$ cat config.mk
export PLATFORM = sky130hd
export DESIGN_NAME = urc_reassembly_ctrl
export DESIGN_NICKNAME = d
export VERILOG_FILES = /design/src/urc_timeout_mem.v /design/src/urc_reassembly_ctrl.v
export VERILOG_INCLUDE_DIRS = /design/src /design/src/shared
export SDC_FILE = /design/constraint.sdc
export NUM_CORES = 1
export LEC_CHECK = 0
export BUFFER_PORTS_ARGS = -buffer_cell sky130_fd_sc_hd__buf_2
export CAP_MARGIN = 20
export CORE_ASPECT_RATIO = 1.2
export CORE_MARGIN = 10
export CORE_UTILIZATION = 45
export CTS_CLUSTER_DIAMETER = 120
export DETAILED_ROUTE_END_ITERATION = 12
export GPL_ROUTABILITY_DRIVEN = 0
export PLACE_DENSITY = 0.68
export SYNTH_ARGS = -nofsm -noshare
export SYNTH_HDL_FRONTEND = slang
export SYNTH_SLANG_ARGS = --single-unit
$ cat constraint.sdc
create_clock -name i_clock -period 3.6 [get_ports i_clock]
set_input_delay 0.72 -clock i_clock [delete_from_list [all_inputs] [get_ports i_clock]]
set_output_delay 0.72 -clock i_clock [all_outputs]
set_load 0.005 [all_outputs]
$ cat src/shared/urc_consts.vh
// Purpose: Constants for the unstructured reassembly control register bank
// Assumes: Classic Wishbone slave with 32-bit data, one register per word
// Notes:   Printed offsets are not all multiples of four, so they are indexes
`ifndef URC_CONSTS_VH
`define URC_CONSTS_VH

// Register indexes (byte address is four times the index)
`define URC_IDX_FILL_CTRL     16'h2000
`define URC_IDX_SERVICE_EN    16'h2002
`define URC_IDX_EVENT_STATUS  16'h2004
`define URC_IDX_IRQ_STATUS    16'h2010
`define URC_IDX_IRQ_MASK      16'h2012
`define URC_IDX_TIMEOUT_BASE  16'h3200
`define URC_IDX_W             16

// Reset values
`define URC_FILL_RESET        16'h00FF
`define URC_SERV_RESET        16'h0000
`define URC_PORT_ILLEGAL      5'h1F

// Fill control fields
`define URC_FILL_OCTET_HI     7
`define URC_INSERT_LOST_BIT   8
`define URC_LATE_CHECK_BIT    9
`define URC_FILL_USED_W       10

// Service enable fields
`define URC_SERV_USED_W       4

// Event status fields
`define URC_EVT_FLAG_BIT      15

// Interrupt status bits
`define URC_IRQ_W             2
`define URC_IRQ_EVENT_BIT     0
`define URC_IRQ_DONE_BIT      1

// Dummy cell payload and cell counts
`define URC_CELL_OCTETS       6'd47
`define URC_LOST_CAP_ON       3'd7
`define URC_LOST_CAP_OFF      3'd2

`endif

$ cat src/urc_timeout_mem.v
// Purpose: Per-port late-cell timeout store, one word per port
// Assumes: Single clock, one write port and one registered read port
// Notes:   Read data appear one cycle after the address is presented
`timescale 1ns/100ps

module urc_timeout_mem #(
   parameter PORTS = 8,
   parameter AW    = 3,
   parameter DW    = 16
) (
   // Clock
   input  wire          i_clock,
   // Write side
   input  wire          i_wr_en,
   input  wire [AW-1:0] i_wr_addr,
   input  wire [DW-1:0] i_wr_data,
   // Read side
   input  wire [AW-1:0] i_rd_addr,
   output reg  [DW-1:0] o_rd_data
);

   reg [DW-1:0] mem_reg [0:PORTS-1];

   // Synchronous write and registered read; no reset so it maps to RAM
   always @(posedge i_clock) begin
      if (i_wr_en) begin
         mem_reg[i_wr_addr] <= i_wr_data;
      end
      o_rd_data <= mem_reg[i_rd_addr];
   end

endmodule // urc_timeout_mem

$ cat src/urc_reassembly_ctrl.v
// Purpose: Unstructured reassembly control bank with dummy cell writer
// Assumes: Classic Wishbone slave; per-port events arrive as pulses from
//          the reassembly engine on this clock
// Notes:   One dummy-cell request is served at a time; others wait
//
// Summary of operation
// - Dummy cell writes fill octet 47 times
// - Fill octet resets to all ones
// - Lost-count mode inserts lost cells, capped seven
// - Otherwise at most two cells per loss
// - Late check inserts one cell on timeout
// - Timeout period read from per-port register
// - Enable bit0 gates reassembled rollover event
// - Enable bit1 gates header error rollover
// - Enable bit2 gates sequence error rollover
// - Enable bit3 gates lost cell rollover
// - Writing zero clears flag, port to 1Fh
// - Record port of latest unmasked rollover
`timescale 1ns/100ps
`include "urc_consts.vh"

module urc_reassembly_ctrl #(
   parameter PORTS = 8,
   parameter PW    = 3,
   parameter TW    = 16
) (
   // Clock and reset
   input  wire             i_clock,
   input  wire             i_resetn,
   // Wishbone slave
   input  wire             i_wb_cyc,
   input  wire             i_wb_stb,
   input  wire             i_wb_we,
   input  wire [17:0]      i_wb_adr,
   input  wire [3:0]       i_wb_sel,
   input  wire [31:0]      i_wb_dat,
   output reg  [31:0]      o_wb_dat,
   output reg              o_wb_ack,
   // Per-port counter rollover pulses from the control structures
   input  wire [PORTS-1:0] i_reass_roll,
   input  wire [PORTS-1:0] i_hdr_err_roll,
   input  wire [PORTS-1:0] i_seq_err_roll,
   input  wire [PORTS-1:0] i_lost_roll,
   // Multi-cell loss report
   input  wire             i_loss_valid,
   input  wire [PW-1:0]    i_loss_port,
   input  wire [2:0]       i_loss_count,
   output wire             o_loss_ready,
   // Per-port sync state and a late-cell restart pulse (cell arrived)
   input  wire [PORTS-1:0] i_port_in_sync,
   input  wire [PORTS-1:0] i_cell_arrived,
   // Circular buffer write port
   output reg              o_buf_wr,
   output reg  [PW-1:0]    o_buf_port,
   output reg  [7:0]       o_buf_data,
   input  wire             i_buf_ready,
   // Interrupt
   output wire             o_irq
);

   // State machine codes, one-hot
   localparam [2:0] ST_IDLE  = 3'b001;
   localparam [2:0] ST_WRITE = 3'b010;
   localparam [2:0] ST_NEXT  = 3'b100;

   // Reset values; only the implemented low bits are kept in the registers
   localparam [15:0] FILL_RST = `URC_FILL_RESET;
   localparam [15:0] SERV_RST = `URC_SERV_RESET;

   // Registers
   reg [`URC_FILL_USED_W-1:0] fill_ctrl_reg;
   reg [`URC_SERV_USED_W-1:0] serv_en_reg;
   reg                        evt_flag_reg;
   reg [4:0]                  evt_port_reg;
   reg [`URC_IRQ_W-1:0]       irq_stat_reg;
   reg [`URC_IRQ_W-1:0]       irq_mask_reg;
   reg [2:0]                  state_reg;
   reg [5:0]                  octet_cnt_reg;
   reg [2:0]                  cells_left_reg;
   reg [PW-1:0]               cur_port_reg;
   reg [PW-1:0]               scan_port_reg;
   wire [PORTS-1:0]           late_pend;     // Queued late-cell insertions

   // Bus decode
   wire               bus_req    = i_wb_cyc & i_wb_stb & ~o_wb_ack;
   wire [15:0]        reg_idx    = i_wb_adr[17:2];
   wire               bus_wr     = bus_req & i_wb_we;
   wire               bus_rd     = bus_req & ~i_wb_we;
   wire               lo_lane    = i_wb_sel[0];
   wire               hi_lane    = i_wb_sel[1];
   wire               sel_fill   = (reg_idx == `URC_IDX_FILL_CTRL);
   wire               sel_serv   = (reg_idx == `URC_IDX_SERVICE_EN);
   wire               sel_evt    = (reg_idx == `URC_IDX_EVENT_STATUS);
   wire               sel_istat  = (reg_idx == `URC_IDX_IRQ_STATUS);
   wire               sel_imask  = (reg_idx == `URC_IDX_IRQ_MASK);
   wire               sel_tmo    = (reg_idx[15:PW+1] ==
                                    `URC_IDX_TIMEOUT_BASE >> (PW+1)) &
                                   ~reg_idx[0];
   wire [PW-1:0]      tmo_port   = reg_idx[PW:1];
   wire [TW-1:0]      tmo_rdata;

   // Lowest-numbered port with an unmasked rollover this cycle
   function [PW:0] first_port;
      input [PORTS-1:0] vec;
      integer k;
      begin
         first_port = {(PW+1){1'b0}};
         for (k = PORTS-1; k >= 0; k = k - 1) begin
            if (vec[k]) begin
               first_port = {1'b1, k[PW-1:0]};
            end
         end
      end
   endfunction

   wire [PORTS-1:0] roll_unmasked = (i_reass_roll   & {PORTS{serv_en_reg[0]}}) |
                                    (i_hdr_err_roll & {PORTS{serv_en_reg[1]}}) |
                                    (i_seq_err_roll & {PORTS{serv_en_reg[2]}}) |
                                    (i_lost_roll    & {PORTS{serv_en_reg[3]}});
   wire [PW:0]      roll_hit      = first_port(roll_unmasked);
   wire             evt_clear     = bus_wr & sel_evt & hi_lane &
                                    ~i_wb_dat[`URC_EVT_FLAG_BIT];

   // Limits are not reset; software programs a port's limit before that port
   // can go in sync with late checks on, otherwise an unknown limit is compared
   // per-port timeout store
   urc_timeout_mem #(
      .PORTS (PORTS),
      .AW    (PW),
      .DW    (TW)
   ) u_timeout_mem (
      .i_clock   (i_clock),
      .i_wr_en   (bus_wr & sel_tmo & lo_lane & hi_lane),
      .i_wr_addr (tmo_port),
      .i_wr_data (i_wb_dat[TW-1:0]),
      .i_rd_addr (bus_req ? tmo_port : scan_port_reg),
      .o_rd_data (tmo_rdata)
   );

   // Late-cell scan: one port per cycle compares its count with its limit.
   // The memory read port is shared with the bus, so any bus access, read or write, stalls the scan.
   reg [PW-1:0] scan_prev_reg;
   reg          scan_valid_reg;
   always @(posedge i_clock or negedge i_resetn) begin
      if (!i_resetn) begin
         scan_port_reg  <= {PW{1'b0}};
         scan_prev_reg  <= {PW{1'b0}};
         scan_valid_reg <= 1'b0;
      end else begin
         scan_valid_reg <= ~bus_req;
         scan_prev_reg  <= scan_port_reg;
         if (!bus_req) begin
            scan_port_reg <= scan_port_reg + 1'b1;
         end
      end
   end

   // Lowest-numbered port with a queued late-cell insertion
   wire [PW:0] late_pick = first_port(late_pend);

   // late timeout counters, one per port
   // Counters saturate, so a long-silent port cannot wrap and miss its limit
   genvar g;
   generate
      for (g = 0; g < PORTS; g = g + 1) begin : g_late
         reg [TW-1:0] cnt_reg;
         reg          pend_reg;
         wire         hit = scan_valid_reg && (scan_prev_reg == g) &&
                            (tmo_rdata != {TW{1'b0}}) && (cnt_reg >= tmo_rdata);
         assign late_pend[g] = pend_reg;
         always @(posedge i_clock or negedge i_resetn) begin
            if (!i_resetn) begin
               cnt_reg  <= {TW{1'b0}};
               pend_reg <= 1'b0;
            end else begin
               if (i_cell_arrived[g] || !i_port_in_sync[g] || hit) begin
                  cnt_reg <= {TW{1'b0}};
               end else if (cnt_reg != {TW{1'b1}}) begin
                  cnt_reg <= cnt_reg + 1'b1;
               end
               // New timeout wins over the serving clear
               if (hit && i_port_in_sync[g] && fill_ctrl_reg[`URC_LATE_CHECK_BIT]) begin
                  pend_reg <= 1'b1;
               end else if (state_reg == ST_IDLE && !i_loss_valid &&
                            late_pick[PW] && late_pick[PW-1:0] == g) begin
                  pend_reg <= 1'b0;
               end
            end
         end
      end
   endgenerate

   // A loss report waits in the engine while a cell is being written
   // lost-count mode, capped at seven
   wire [2:0] loss_cap   = fill_ctrl_reg[`URC_INSERT_LOST_BIT] ?
                           `URC_LOST_CAP_ON : `URC_LOST_CAP_OFF;
   wire [2:0] loss_cells = (i_loss_count > loss_cap) ? loss_cap : i_loss_count;
   assign o_loss_ready   = (state_reg == ST_IDLE);

   // dummy cell writer, 47 fill octets per cell
   always @(posedge i_clock or negedge i_resetn) begin
      if (!i_resetn) begin
         state_reg      <= ST_IDLE;
         octet_cnt_reg  <= 6'h00;
         cells_left_reg <= 3'h0;
         cur_port_reg   <= {PW{1'b0}};
         o_buf_wr       <= 1'b0;
         o_buf_port     <= {PW{1'b0}};
         o_buf_data     <= 8'h00;
      end else begin
         case (state_reg)
            ST_IDLE: begin
               o_buf_wr <= 1'b0;
               if (i_loss_valid && loss_cells != 3'h0) begin
                  cur_port_reg   <= i_loss_port;
                  cells_left_reg <= loss_cells;
                  octet_cnt_reg  <= `URC_CELL_OCTETS;
                  state_reg      <= ST_WRITE;
               end else if (!i_loss_valid && late_pick[PW]) begin
                  cur_port_reg   <= late_pick[PW-1:0];
                  cells_left_reg <= 3'h1;
                  octet_cnt_reg  <= `URC_CELL_OCTETS;
                  state_reg      <= ST_WRITE;
               end
            end
            // Octets go out back to back; a stall holds data and port as they are
            ST_WRITE: begin
               if (o_buf_wr && !i_buf_ready) begin
                  o_buf_wr <= 1'b1; // Hold until the buffer takes it
               end else if (octet_cnt_reg != 6'h00) begin
                  o_buf_wr      <= 1'b1;
                  o_buf_port    <= cur_port_reg;
                  o_buf_data    <= fill_ctrl_reg[`URC_FILL_OCTET_HI:0];
                  octet_cnt_reg <= octet_cnt_reg - 1'b1;
               end else begin
                  o_buf_wr  <= 1'b0;
                  state_reg <= ST_NEXT;
               end
            end
            ST_NEXT: begin
               if (cells_left_reg > 3'h1) begin
                  cells_left_reg <= cells_left_reg - 1'b1;
                  octet_cnt_reg  <= `URC_CELL_OCTETS;
                  state_reg      <= ST_WRITE;
               end else begin
                  cells_left_reg <= 3'h0;
                  state_reg      <= ST_IDLE;
               end
            end
            default: begin
               state_reg <= ST_IDLE;
            end
         endcase
      end
   end

   wire cell_done = (state_reg == ST_NEXT) && (cells_left_reg <= 3'h1);

   // Control registers and summary event
   always @(posedge i_clock or negedge i_resetn) begin
      if (!i_resetn) begin
         fill_ctrl_reg <= FILL_RST[`URC_FILL_USED_W-1:0];
         serv_en_reg   <= SERV_RST[`URC_SERV_USED_W-1:0];
         evt_flag_reg  <= 1'b0;
         evt_port_reg  <= `URC_PORT_ILLEGAL;
         irq_mask_reg  <= {`URC_IRQ_W{1'b0}};
      end else begin
         if (bus_wr && sel_fill && lo_lane) begin
            fill_ctrl_reg[7:0] <= i_wb_dat[7:0];
         end
         if (bus_wr && sel_fill && hi_lane) begin
            fill_ctrl_reg[`URC_FILL_USED_W-1:8] <= i_wb_dat[`URC_FILL_USED_W-1:8];
         end
         if (bus_wr && sel_serv && lo_lane) begin
            serv_en_reg <= i_wb_dat[`URC_SERV_USED_W-1:0];
         end
         if (bus_wr && sel_imask && lo_lane) begin
            irq_mask_reg <= i_wb_dat[`URC_IRQ_W-1:0];
         end
         // Flag and port move together, so a read never sees them split
         // latest unmasked port; a new event wins over a clear
         // masked rollovers leave the flag alone
         if (roll_hit[PW]) begin
            evt_flag_reg <= 1'b1;
            evt_port_reg <= {{(5-PW){1'b0}}, roll_hit[PW-1:0]};
         // zero write clears flag and port
         end else if (evt_clear) begin
            evt_flag_reg <= 1'b0;
            evt_port_reg <= `URC_PORT_ILLEGAL;
         end
      end
   end

   // Sticky interrupt status, cleared by a read; a same-cycle event wins
   wire [`URC_IRQ_W-1:0] irq_events = {cell_done, roll_hit[PW]};
   always @(posedge i_clock or negedge i_resetn) begin
      if (!i_resetn) begin
         irq_stat_reg <= {`URC_IRQ_W{1'b0}};
      end else if (bus_rd && sel_istat) begin
         irq_stat_reg <= irq_events;
      end else begin
         irq_stat_reg <= irq_stat_reg | irq_events;
      end
   end
   assign o_irq = |(irq_stat_reg & irq_mask_reg);

   // Read mux; memory reads need a second cycle for the registered data
   // Writes to the timeout store answer at once; only its reads wait
   reg tmo_wait_reg;
   always @(posedge i_clock or negedge i_resetn) begin
      if (!i_resetn) begin
         o_wb_ack     <= 1'b0;
         o_wb_dat     <= 32'h0000_0000;
         tmo_wait_reg <= 1'b0;
      end else begin
         o_wb_ack <= 1'b0;
         if (bus_rd && sel_tmo && !tmo_wait_reg) begin
            tmo_wait_reg <= 1'b1;
         end else if (bus_req) begin
            tmo_wait_reg <= 1'b0;
            o_wb_ack     <= 1'b1;
            // reserved bits and unmapped reads give zero
            o_wb_dat     <= 32'h0000_0000;
            if (!i_wb_we) begin
               if (sel_fill) begin
                  o_wb_dat[`URC_FILL_USED_W-1:0] <= fill_ctrl_reg;
               end else if (sel_serv) begin
                  o_wb_dat[`URC_SERV_USED_W-1:0] <= serv_en_reg;
               end else if (sel_evt) begin
                  o_wb_dat[`URC_EVT_FLAG_BIT] <= evt_flag_reg;
                  o_wb_dat[4:0]               <= evt_port_reg;
               end else if (sel_istat) begin
                  o_wb_dat[`URC_IRQ_W-1:0] <= irq_stat_reg;
               end else if (sel_imask) begin
                  o_wb_dat[`URC_IRQ_W-1:0] <= irq_mask_reg;
               end else if (sel_tmo) begin
                  o_wb_dat[TW-1:0] <= tmo_rdata;
               end
            end
         end
      end
   end

endmodule // urc_reassembly_ctrl

==> results of run 1 <==
==> kinds of logic after synthesis <==
logic type | synth area share [%]
and+or+nand+nor | 16.9
DFF | 50.3
AOI/OAI and AO/OA | 9.87
adders and majority gates | 9.59
buffers and inverters | 2.58
xor gates and xnor gates | 4.52
muxes | 6.19
other | 0.0200
==> final timing paths <==
path	depth (start not counted)	endpoint	slack, ns	start
max reg2reg	9	g_late[6].cnt_reg[1]	0.65	u_timeout_mem.o_rd_data[5]
min in group i_clock	4	evt_port_reg[0]	0.43	i_lost_roll[0]
max in group asynchronous	2	fill_ctrl_reg[4]	2.53	i_resetn
max	9	g_late[6].cnt_reg[1]	0.65	u_timeout_mem.o_rd_data[5]
min	1	g_late[5].cnt_reg[12]	0.13	i_resetn
min reg2reg	2	cur_port_reg[0]	0.49	cur_port_reg[0]
==> layer usage <==
layer | routed length, um | vias to the layer above | global-route usage [%]
met3 | 2730 | 111 | 3.32
met5 | 0 | - | 0
met2 | 23800 | 427 | 32.0
met1 | 20900 | 6977 | 24.8
met4 | 1900 | 0 | 7.82
li1 | - | 6647 | -
==> final cells by class <==
cell class	count	share of cell area (%)
inverters	56	0.973
repair buffers	163	4.46
clock buffers	47	4.80
diodes	2	0.0232
flip-flops and latches	355	43.8
multi-input cells	1266	41.7
well taps	539	3.12
clock inverters	22	1.14
==> cell usage after synthesis, types with 26 or more instances <==
cell type,instances
o21ai_0,50
edfxtp_1,128
nor2_1,194
inv_1,56
xor2_1,58
mux2_2,26
mux4_2,32
xnor2_1,39
a21oi_1,57
nand2_1,172
nand3_1,74
dfrtp_1,198
ha_1,144
nor3_1,50
nand4_1,47
==> power breakdown <==
part           total (uW)  switching, uW  internal, uW  leakage, uW
logic                2890           1780          1110      0.00438
registers            4700            291          4410      0.00410
clock network        4050           1700          2360     0.000628
==> per-stage QoR <==
step	worst slack [ns]	setup TNS, ns	area, um^2	util (%)	power, uW
floorplan	-0.365	-20.24	18900	-	6460
global placement	0.227	0	20300	49.4	7540
detailed placement	0.198	0	20300	49.4	7650
CTS	0.415	0	21600	52.6	11700
global route	0.432	0	21600	52.6	12200
finish	0.651	0	21600	52.6	11600
==> run metrics, run 1 <==
status completed; Worst Setup Start Kind register; register clock-pin slew on the reported worst setup and hold paths about 0.060 ns; cts bufs inserted 38; Main synth FF type dfrtp_1; Post-CTS Setup Repair Bufs 0; post-synthesis cell area 18800 um^2; top cells by area, synth dfrtp_1 26%, edfxtp_1 20%, ha_1 9.6%; worst slew pin tran slightly below 0.9 ns; drt pass-1 iters 5; H-tree Lvls 2; Crit path arrival time 3.40 ns; Clock Skew between 0.02 and 0.025 ns; sequential cell area fraction in the yosys report between 50 and 60%; number of nets in the layout around 2100; share of cells above drive strength 1 17.3%; Worst slew margin between 40% and 50%; final worst path period share between 80% and 90%; initial antenna violation count 2; Synth area leader dfrtp_1; number of flops mapped to enable cells by yosys 128; Required @ worst endpoint ~4.1 ns; gr ovfl total 0; Core Box Area a little over 40000 um^2; yosys warns 0; Top-Level Pins around 160; Initial Utilization 45.8%; worst hold path class in2async; CP max-delay cell nand3b_1; via count 14200; DRT Wirelength a little under 50 mm; CTS Hold Bufs 0; initial drt markers approximately 1000; crit path max fanout 16; Final Hold Violating Endpoints 0; largest net degree at the start of global routing 80; FFs w/ async S/R, synth about three fifths; Max Cap Violations 0; area delta synth->final 14.9%; multi-input combinational cell area about 9000 um^2; DPL Wire Length ~35 mm; count of final setup violators 0; Power Density about 540 nW/um^2; Distinct cells, synth 79; commonest cells after routing, fill and taps aside 198 x dfrtp_1, 194 x nor2_1, 172 x nand2_1; Die W 207 um; antenna-violating nets left 0; #FFs+latches synth between 300 and 400; DIE AREA approximately 50000 um^2; clock period minus worst slack about 2.9 ns; LEAKAGE between 0.009 and 0.01 uW; Die Ht around 240 um; DP Cell Count roughly 2400; top cell type's share of synthesized area a little over a quarter; vias in the first global route about 14000; worst skew pair latency approximately 0.57 ns; port buffer count 125; first-pass GRT wire length about 78 mm; WP buf/inv 2; Rows around 80; DRC Markers 0; post-CTS sizing 0; commonest non-fill, non-tap cell in the layout dfrtp_1; GR Util All Layers 19.4%; CP endpoint kind register; Sequential Area ~9500 um^2; # fillers between 3000 and 4000; Clock Sinks 355; syn_area_per_cell 11.0 um^2; CP max stage delay 0.50 ns; CP Cell Sequence inv_1 -> buf_4 -> ha_1 -> a211oi_1 -> a211o_1 -> a31oi_1 -> o211ai_1 -> nand3b_1 -> nor3_1; kind of critical path reg2reg; Max Buffers Root-to-Sink 3; Fmax approximately 340 MHz; Syn Inst Count between 1500 and 2000; unrepaired setup endpoints after global routing false; final non-filler cell total between 2000 and 2500; via/cell ratio between 5 and 6; Slew Limit Fails 0; Root Driver clkbuf_16; CTS tree yes; CP top delay family simple AND/OR/NAND/NOR gates; Worst VDD drop around 0.00043 V; WL per Instance between 20 and 25 um; hold_ws 0.130 ns
(Power assumes the default switching activity.)
==> run 2: changes to the inputs <==
ABC_AREA = 1   (was not set)
clock period = 2.83 ns   (was 3.6 ns; I/O delays follow)
==> run metrics, run 2 <==
status completed; Sequential Area 9460 um^2 (unchanged); FFs w/ async S/R, synth 59.4% (unchanged); H-tree Lvls 2 (unchanged); Root Driver clkbuf_16; Worst slew margin 49.1% (+9.1 points); vias in the first global route 17200 (+19%); worst skew pair latency 0.59 ns (+0.02 ns); crit path max fanout 10 (-6); Place WS 0.272 ns (+0.0740 ns); Clock Skew 0.0198 ns (-0.00136 ns); DP Cell Count 3234 (+36%); unrepaired setup endpoints after global routing false; DPL Wire Length 39.1 mm (+10%); post-synthesis cell area 20600 um^2 (+9.8%); multi-input combinational cell area 9620 um^2 (+6.9%); hold_ws 0.256 ns (+0.126 ns); Syn Inst Count 2507 (+46%); combinational power share 28.6% (+3.8 points); final worst path period share 86.6% (+4.7 points); Distinct cells, synth 58 (-27%); DRC Markers 0 (unchanged); final non-filler cell total 3307 (+35%); Die Ht 255 um (+4.4%); Slew Limit Fails 0 (unchanged); register clock-pin slew on the reported worst setup and hold paths 0.07 ns (about the same); CP Launch Point u_timeout_mem.o_rd_data[8]; Sw Pwr 5560 uW (+48%); post-CTS sizing 0 (unchanged); worst r2r path cells 9 (unchanged); Crit path arrival time 2.89 ns (-0.51 ns); clock period minus worst slack 2.45 ns (-0.498 ns); Initial Utilization 45.7% (about the same); Crit Reg-Reg Startpoint u_timeout_mem.o_rd_data[8]; Worst VDD drop 0.000562 V (+32%); Sw Ratio 35.4% (+3.1 points); yosys warns 0 (unchanged); top cells by area, synth dfrtp_1 24%, edfxtp_1 19%, nand2_1 12%; first-pass GRT wire length 89.1 mm (+14%); CP endpoint kind register; Power Density 669 nW/um^2 (+24%); area delta synth->final 13.9%; post-route core utilization 52.1% (-0.52 points); LEAKAGE 0.0113 uW (+24%); number of nets in the layout 2927 (+37%); n_diodes 0 (-2); via count 17400 (+23%); top-count cell post-synth nand2_1; GR Util All Layers 20.0% (+0.58 points); Main synth FF type dfrtp_1; via/cell ratio 5.25 (-9.1%); count of final setup violators 0 (unchanged); # fillers 4239 (+19%); Fmax 408 MHz (+20%); RR Endpoint g_late[5].cnt_reg[8]; kind of critical path reg2reg; #FFs+latches synth 355 (unchanged); Synth top cells by count 658 x nand2_1, 319 x inv_1, 278 x nor2_1; final setup margin 0.379 ns (-0.272 ns); Max Buffers Root-to-Sink 3 (unchanged); commonest cells after routing, fill and taps aside 658 x nand2_1, 319 x inv_1, 278 x nor2_1; Max Cap Violations 0 (unchanged); syn_area_per_cell 8.23 um^2 (-25%); DRT Wirelength 55.4 mm (+12%); port buffer count 125 (unchanged); CTS tree yes; antenna-violating nets left 0 (unchanged); Required @ worst endpoint 3.27 ns (-0.78 ns); drt pass-1 iters 5 (unchanged); Final Hold Violating Endpoints 0 (unchanged); WL per Instance 16.7 um (-17%); Top-Level Pins 162 (unchanged); Pwr Total 15700 uW (+35%); Synth area leader dfrtp_1; initial antenna violation count 1 (-1); clock group share of total power 33.3% (-1.5 points); gr ovfl total 0 (unchanged); number of flops mapped to enable cells by yosys 128 (unchanged); Die W 215 um (+4.3%); Rows 85 (+4.9%); FF-to-FF setup slack 0.38 ns (-0.27 ns); commonest non-fill, non-tap cell in the layout nand2_1; hold depth 1; Worst Setup Start Kind register; largest net degree at the start of global routing 129 (+61%); Flop pwr share 38.1% (-2.3 points); Core Box Area 45100 um^2 (+9.9%); top cell type's share of synthesized area 24.0% (-2.3 points); initial drt markers 1287 (+26%); Clock Sinks 355 (unchanged); sequential cell area fraction in the yosys report 45.9% (-4.5 points); cts bufs inserted 40 (+5.3%); share of cells above drive strength 1 11.0% (-6.3 points); worst hold path class in2reg; P_int 10100 uW (+29%); DIE AREA 54800 um^2 (+8.9%); Critical Path Sink g_late[5].cnt_reg[8]; worst slew pin tran 0.763 ns (-0.128 ns)
## run 2: worst max-delay path, cell delays in order (launching register included)
cell     delay, ns
dfxtp_1       0.36
inv_1         0.36
ha_1          0.45
nand4_1       0.08
nor3_1        0.27
nand3_1       0.12
nand3_1       0.11
nand2_2       0.14
nand2_1       0.31
nor2_1        0.09
## run 2: final cells by class
class / count / share of cell area (%)
Inverter: 324 / 5.19
Clock buffer: 55 / 4.80
Clock inverter: 17 / 0.868
Sequential cell: 355 / 40.3
Multi-Input combinational cell: 1784 / 41.0
Tap cell: 609 / 3.24
Timing Repair Buffer: 163 / 4.68
## run 2: logic make-up after synthesis
family,share of synthesized area (%)
flip-flops,45.9
other,0.0182
adder cells (fa/ha/maj),8.73
AND/OR/NAND/NOR,26.3
XOR/XNOR,1.78
buffers and inverters,7.96
multiplexers,0.509
AO/OA/AOI/OAI,8.83
## run 2: stage by stage
step                TNS (ns)  cell area, um^2
floorplan              -4.35            20700
global placement           0            22100
detailed placement         0            22100
CTS                        0            23500
global route               0            23500
finish                     0            23500
## run 2: timing repair
action	4_1_cts	5_1_grt
hold buffers	1	0
hold endpoints to repair	51	0
setup buffers	0	0
## run 2: layer usage
| layer | GRT usage (%) | part of all wire (%) | vias to the layer above |
|---|---|---|---|
| li1 | - | - | 8574 |
| met5 | 0 | 0.023 | - |
| met4 | 6.77 | 2.8 | 2 |
| met2 | 35.0 | 49 | 451 |
| met3 | 3.50 | 5.5 | 107 |
| met1 | 24.6 | 43 | 8237 |
## run 2: worst min-delay path by stage
stage	endpoint	from	slack, ns
5_1_grt	u_timeout_mem.mem_reg[3][14]	i_wb_dat[14]	0.25
4_1_cts	u_timeout_mem.mem_reg[4][10]	i_wb_dat[10]	0.23
6_report	u_timeout_mem.mem_reg[4][10]	i_wb_dat[10]	0.26
3_5_place_dp	scan_prev_reg[2]	scan_port_reg[2]	0.43
3_3_place_gp	scan_prev_reg[2]	scan_port_reg[2]	0.41
2_1_floorplan	cells_left_reg[0]	i_resetn	0.27
## run 2: power groups by stage
stage	Clock [uW]	Combinational [uW]	Sequential (uW)
6_report	5220	4490	5990
5_1_grt	5530	5080	6030
4_1_cts	5320	4530	5980
3_5_place_dp	0	4490	6080
3_3_place_gp	0	4290	6070
2_1_floorplan	0	2790	5980
==> run 3: changes to the inputs <==
CAP_MARGIN = not set   (was 20)
REMOVE_ABC_BUFFERS = 1   (was not set)
==> run metrics, run 3 (synthesis results as in run 2) <==
Max Cap Violations 0 (unchanged); CTS tree yes; area delta synth->final 14.0% (about the same); clock period minus worst slack 2.57 ns (+0.123 ns); DRC Markers 0 (unchanged); Sequential Area 9460 um^2 (unchanged); Place WS 0.227 ns (-0.0446 ns); final non-filler cell area 23500 um^2 (about the same); Top-Level Pins 162 (unchanged); port buffer count 125 (unchanged); worst hold path class in2async; Final Hold Violating Endpoints 0 (unchanged); Crit path arrival time 3.03 ns (+0.14 ns); CP endpoint kind register; combinational power share 29.1% (+0.5 points); antenna-violating nets left 0 (unchanged); LEAKAGE 0.0113 uW (+0.30%); via count 17400 (+0.16%); final setup margin 0.256 ns (-0.123 ns); Worst VDD drop 0.000562 V (+0.15%); count of final setup violators 0 (unchanged); Crit Reg-Reg Startpoint u_timeout_mem.o_rd_data[15]; most numerous cell on the critical path nand2_1; multi-input combinational cell area 9620 um^2 (unchanged); via/cell ratio 5.24 (-0.18%); Slew Limit Fails 0 (unchanged); H-tree Lvls 2 (unchanged); CP max-delay cell inv_1; Clock Sinks 355 (unchanged); GR Util All Layers 19.4% (-0.59 points); # fillers 4224 (-0.35%); CP Cell Sequence inv_1 -> ha_1 -> nand2_1 -> nor4_1 -> nand2_1 -> nand3_1 -> nand2_1 -> nand2_1 -> buf_4 -> nor2_1; DIE AREA 54800 um^2 (unchanged); WL per Instance 16.2 um (-3.0%); Worst Setup Start Kind register; P_int 10100 uW (-0.39%); Worst slew margin 46.1% (-3.0 points); commonest cells after routing, fill and taps aside 658 x nand2_1, 319 x inv_1, 278 x nor2_1; Initial Utilization 45.7% (unchanged); Root Driver clkbuf_16; clock group share of total power 32.6% (-0.7 points); largest net degree at the start of global routing 86 (-33%); Die Ht 255 um (unchanged); Max Buffers Root-to-Sink 3 (unchanged); Sw Ratio 34.8% (-0.67 points); crit path max fanout 16 (+6); kind of critical path reg2reg; vias in the first global route 16900 (-1.7%); gr ovfl total 0 (unchanged); CP Launch Point u_timeout_mem.o_rd_data[15]; unrepaired setup endpoints after global routing false; CP max stage delay 0.55 ns (+0.10 ns); DPL Wire Length 38.5 mm (-1.8%); hold_ws 0.0280 ns (-0.228 ns); number of nets in the layout 2937 (+0.34%); Required @ worst endpoint 3.29 ns (+0.02 ns); Fmax 389 MHz (-4.8%); status completed; share of cells above drive strength 1 11.3% (+0.25 points); Die W 215 um (unchanged); drt pass-1 iters 5 (unchanged); first-pass GRT wire length 86.7 mm (-2.6%); DRT Wirelength 53.9 mm (-2.7%); worst r2r path cells 10 (+1); placed inst area 22200 um^2 (+0.43%); Post-CTS Setup Repair Bufs 0 (unchanged); Pwr Total 15500 uW (-1.4%); Flop pwr share 38.3% (+0.2 points); initial antenna violation count 2 (+1); FF-to-FF setup slack 0.26 ns (-0.12 ns); Core Box Area 45100 um^2 (unchanged); post-CTS sizing 0 (unchanged); initial drt markers 1075 (-16%); final worst path period share 90.9% (+4.3 points); Clock Skew 0.0229 ns (+0.00315 ns); Rows 85 (unchanged); RR Endpoint g_late[4].cnt_reg[6]; Power Density 658 nW/um^2 (-1.5%); cts bufs inserted 40 (unchanged); commonest non-fill, non-tap cell in the layout nand2_1; worst skew pair latency 0.58 ns (about the same); Sw Pwr 5380 uW (-3.3%); register clock-pin slew on the reported worst setup and hold paths 0.06 ns (about the same); worst slew pin tran 0.808 ns (+0.0454 ns); CTS Hold Bufs 0 (-1)
## run 3: area by class of cell
cell class	instances	area share, %
antenna	1	0.0106
clock buffer	63	5.16
clock inverter	9	0.218
inverter	324	5.18
multi-input combinational	1784	40.9
sequential	355	40.2
tap	609	3.24
timing repair buffer	173	5.03
## run 3: how the worst max path moves through the flow
stage	slack (ns)	end	cells past startpoint
6_report	0.26	g_late[4].cnt_reg[6]	10
5_1_grt	0.04	g_late[6].cnt_reg[2]	10
4_1_cts	0.20	g_late[6].cnt_reg[7]	10
3_5_place_dp	0.23	g_late[6].cnt_reg[7]	10
3_3_place_gp	0.28	g_late[6].cnt_reg[2]	10
2_1_floorplan	-0.98	u_timeout_mem.o_rd_data[14]	9
## run 3: metrics by stage
stage	utilization, %	cells	setup TNS (ns)
6_report	52.1	3318	0
5_1_grt	52.1	3317	0
4_1_cts	52.1	3317	0
3_5_place_dp	49.3	3245	0
3_3_place_gp	49.3	3245	0
2_1_floorplan	-	2463	-23.39
## run 3: power groups by stage
stage | clock network (uW) | logic (uW) | registers [uW]
2_1_floorplan | 0 | 2660 | 5980
3_3_place_gp | 0 | 4280 | 6020
3_5_place_dp | 0 | 4470 | 6030
4_1_cts | 5150 | 4500 | 5930
5_1_grt | 5370 | 5070 | 5980
6_report | 5040 | 4500 | 5940
## run 3: per-layer routing
metal / part of all wire [%] / up-vias / global-route usage [%]
li1: - / 8587 / -
met1: 43 / 8255 / 24.5
met2: 49 / 448 / 33.4
met3: 5.6 / 106 / 3.09
met4: 2.7 / 2 / 6.54
met5: 0.020 / - / 0
## run 3: critical path, delay by kind of cell (launching register included)
family	cells	cell delay, ns
fa+ha+maj	1	0.28
buf+inv	2	0.77
flops	1	0.29
simple gates	7	1.11
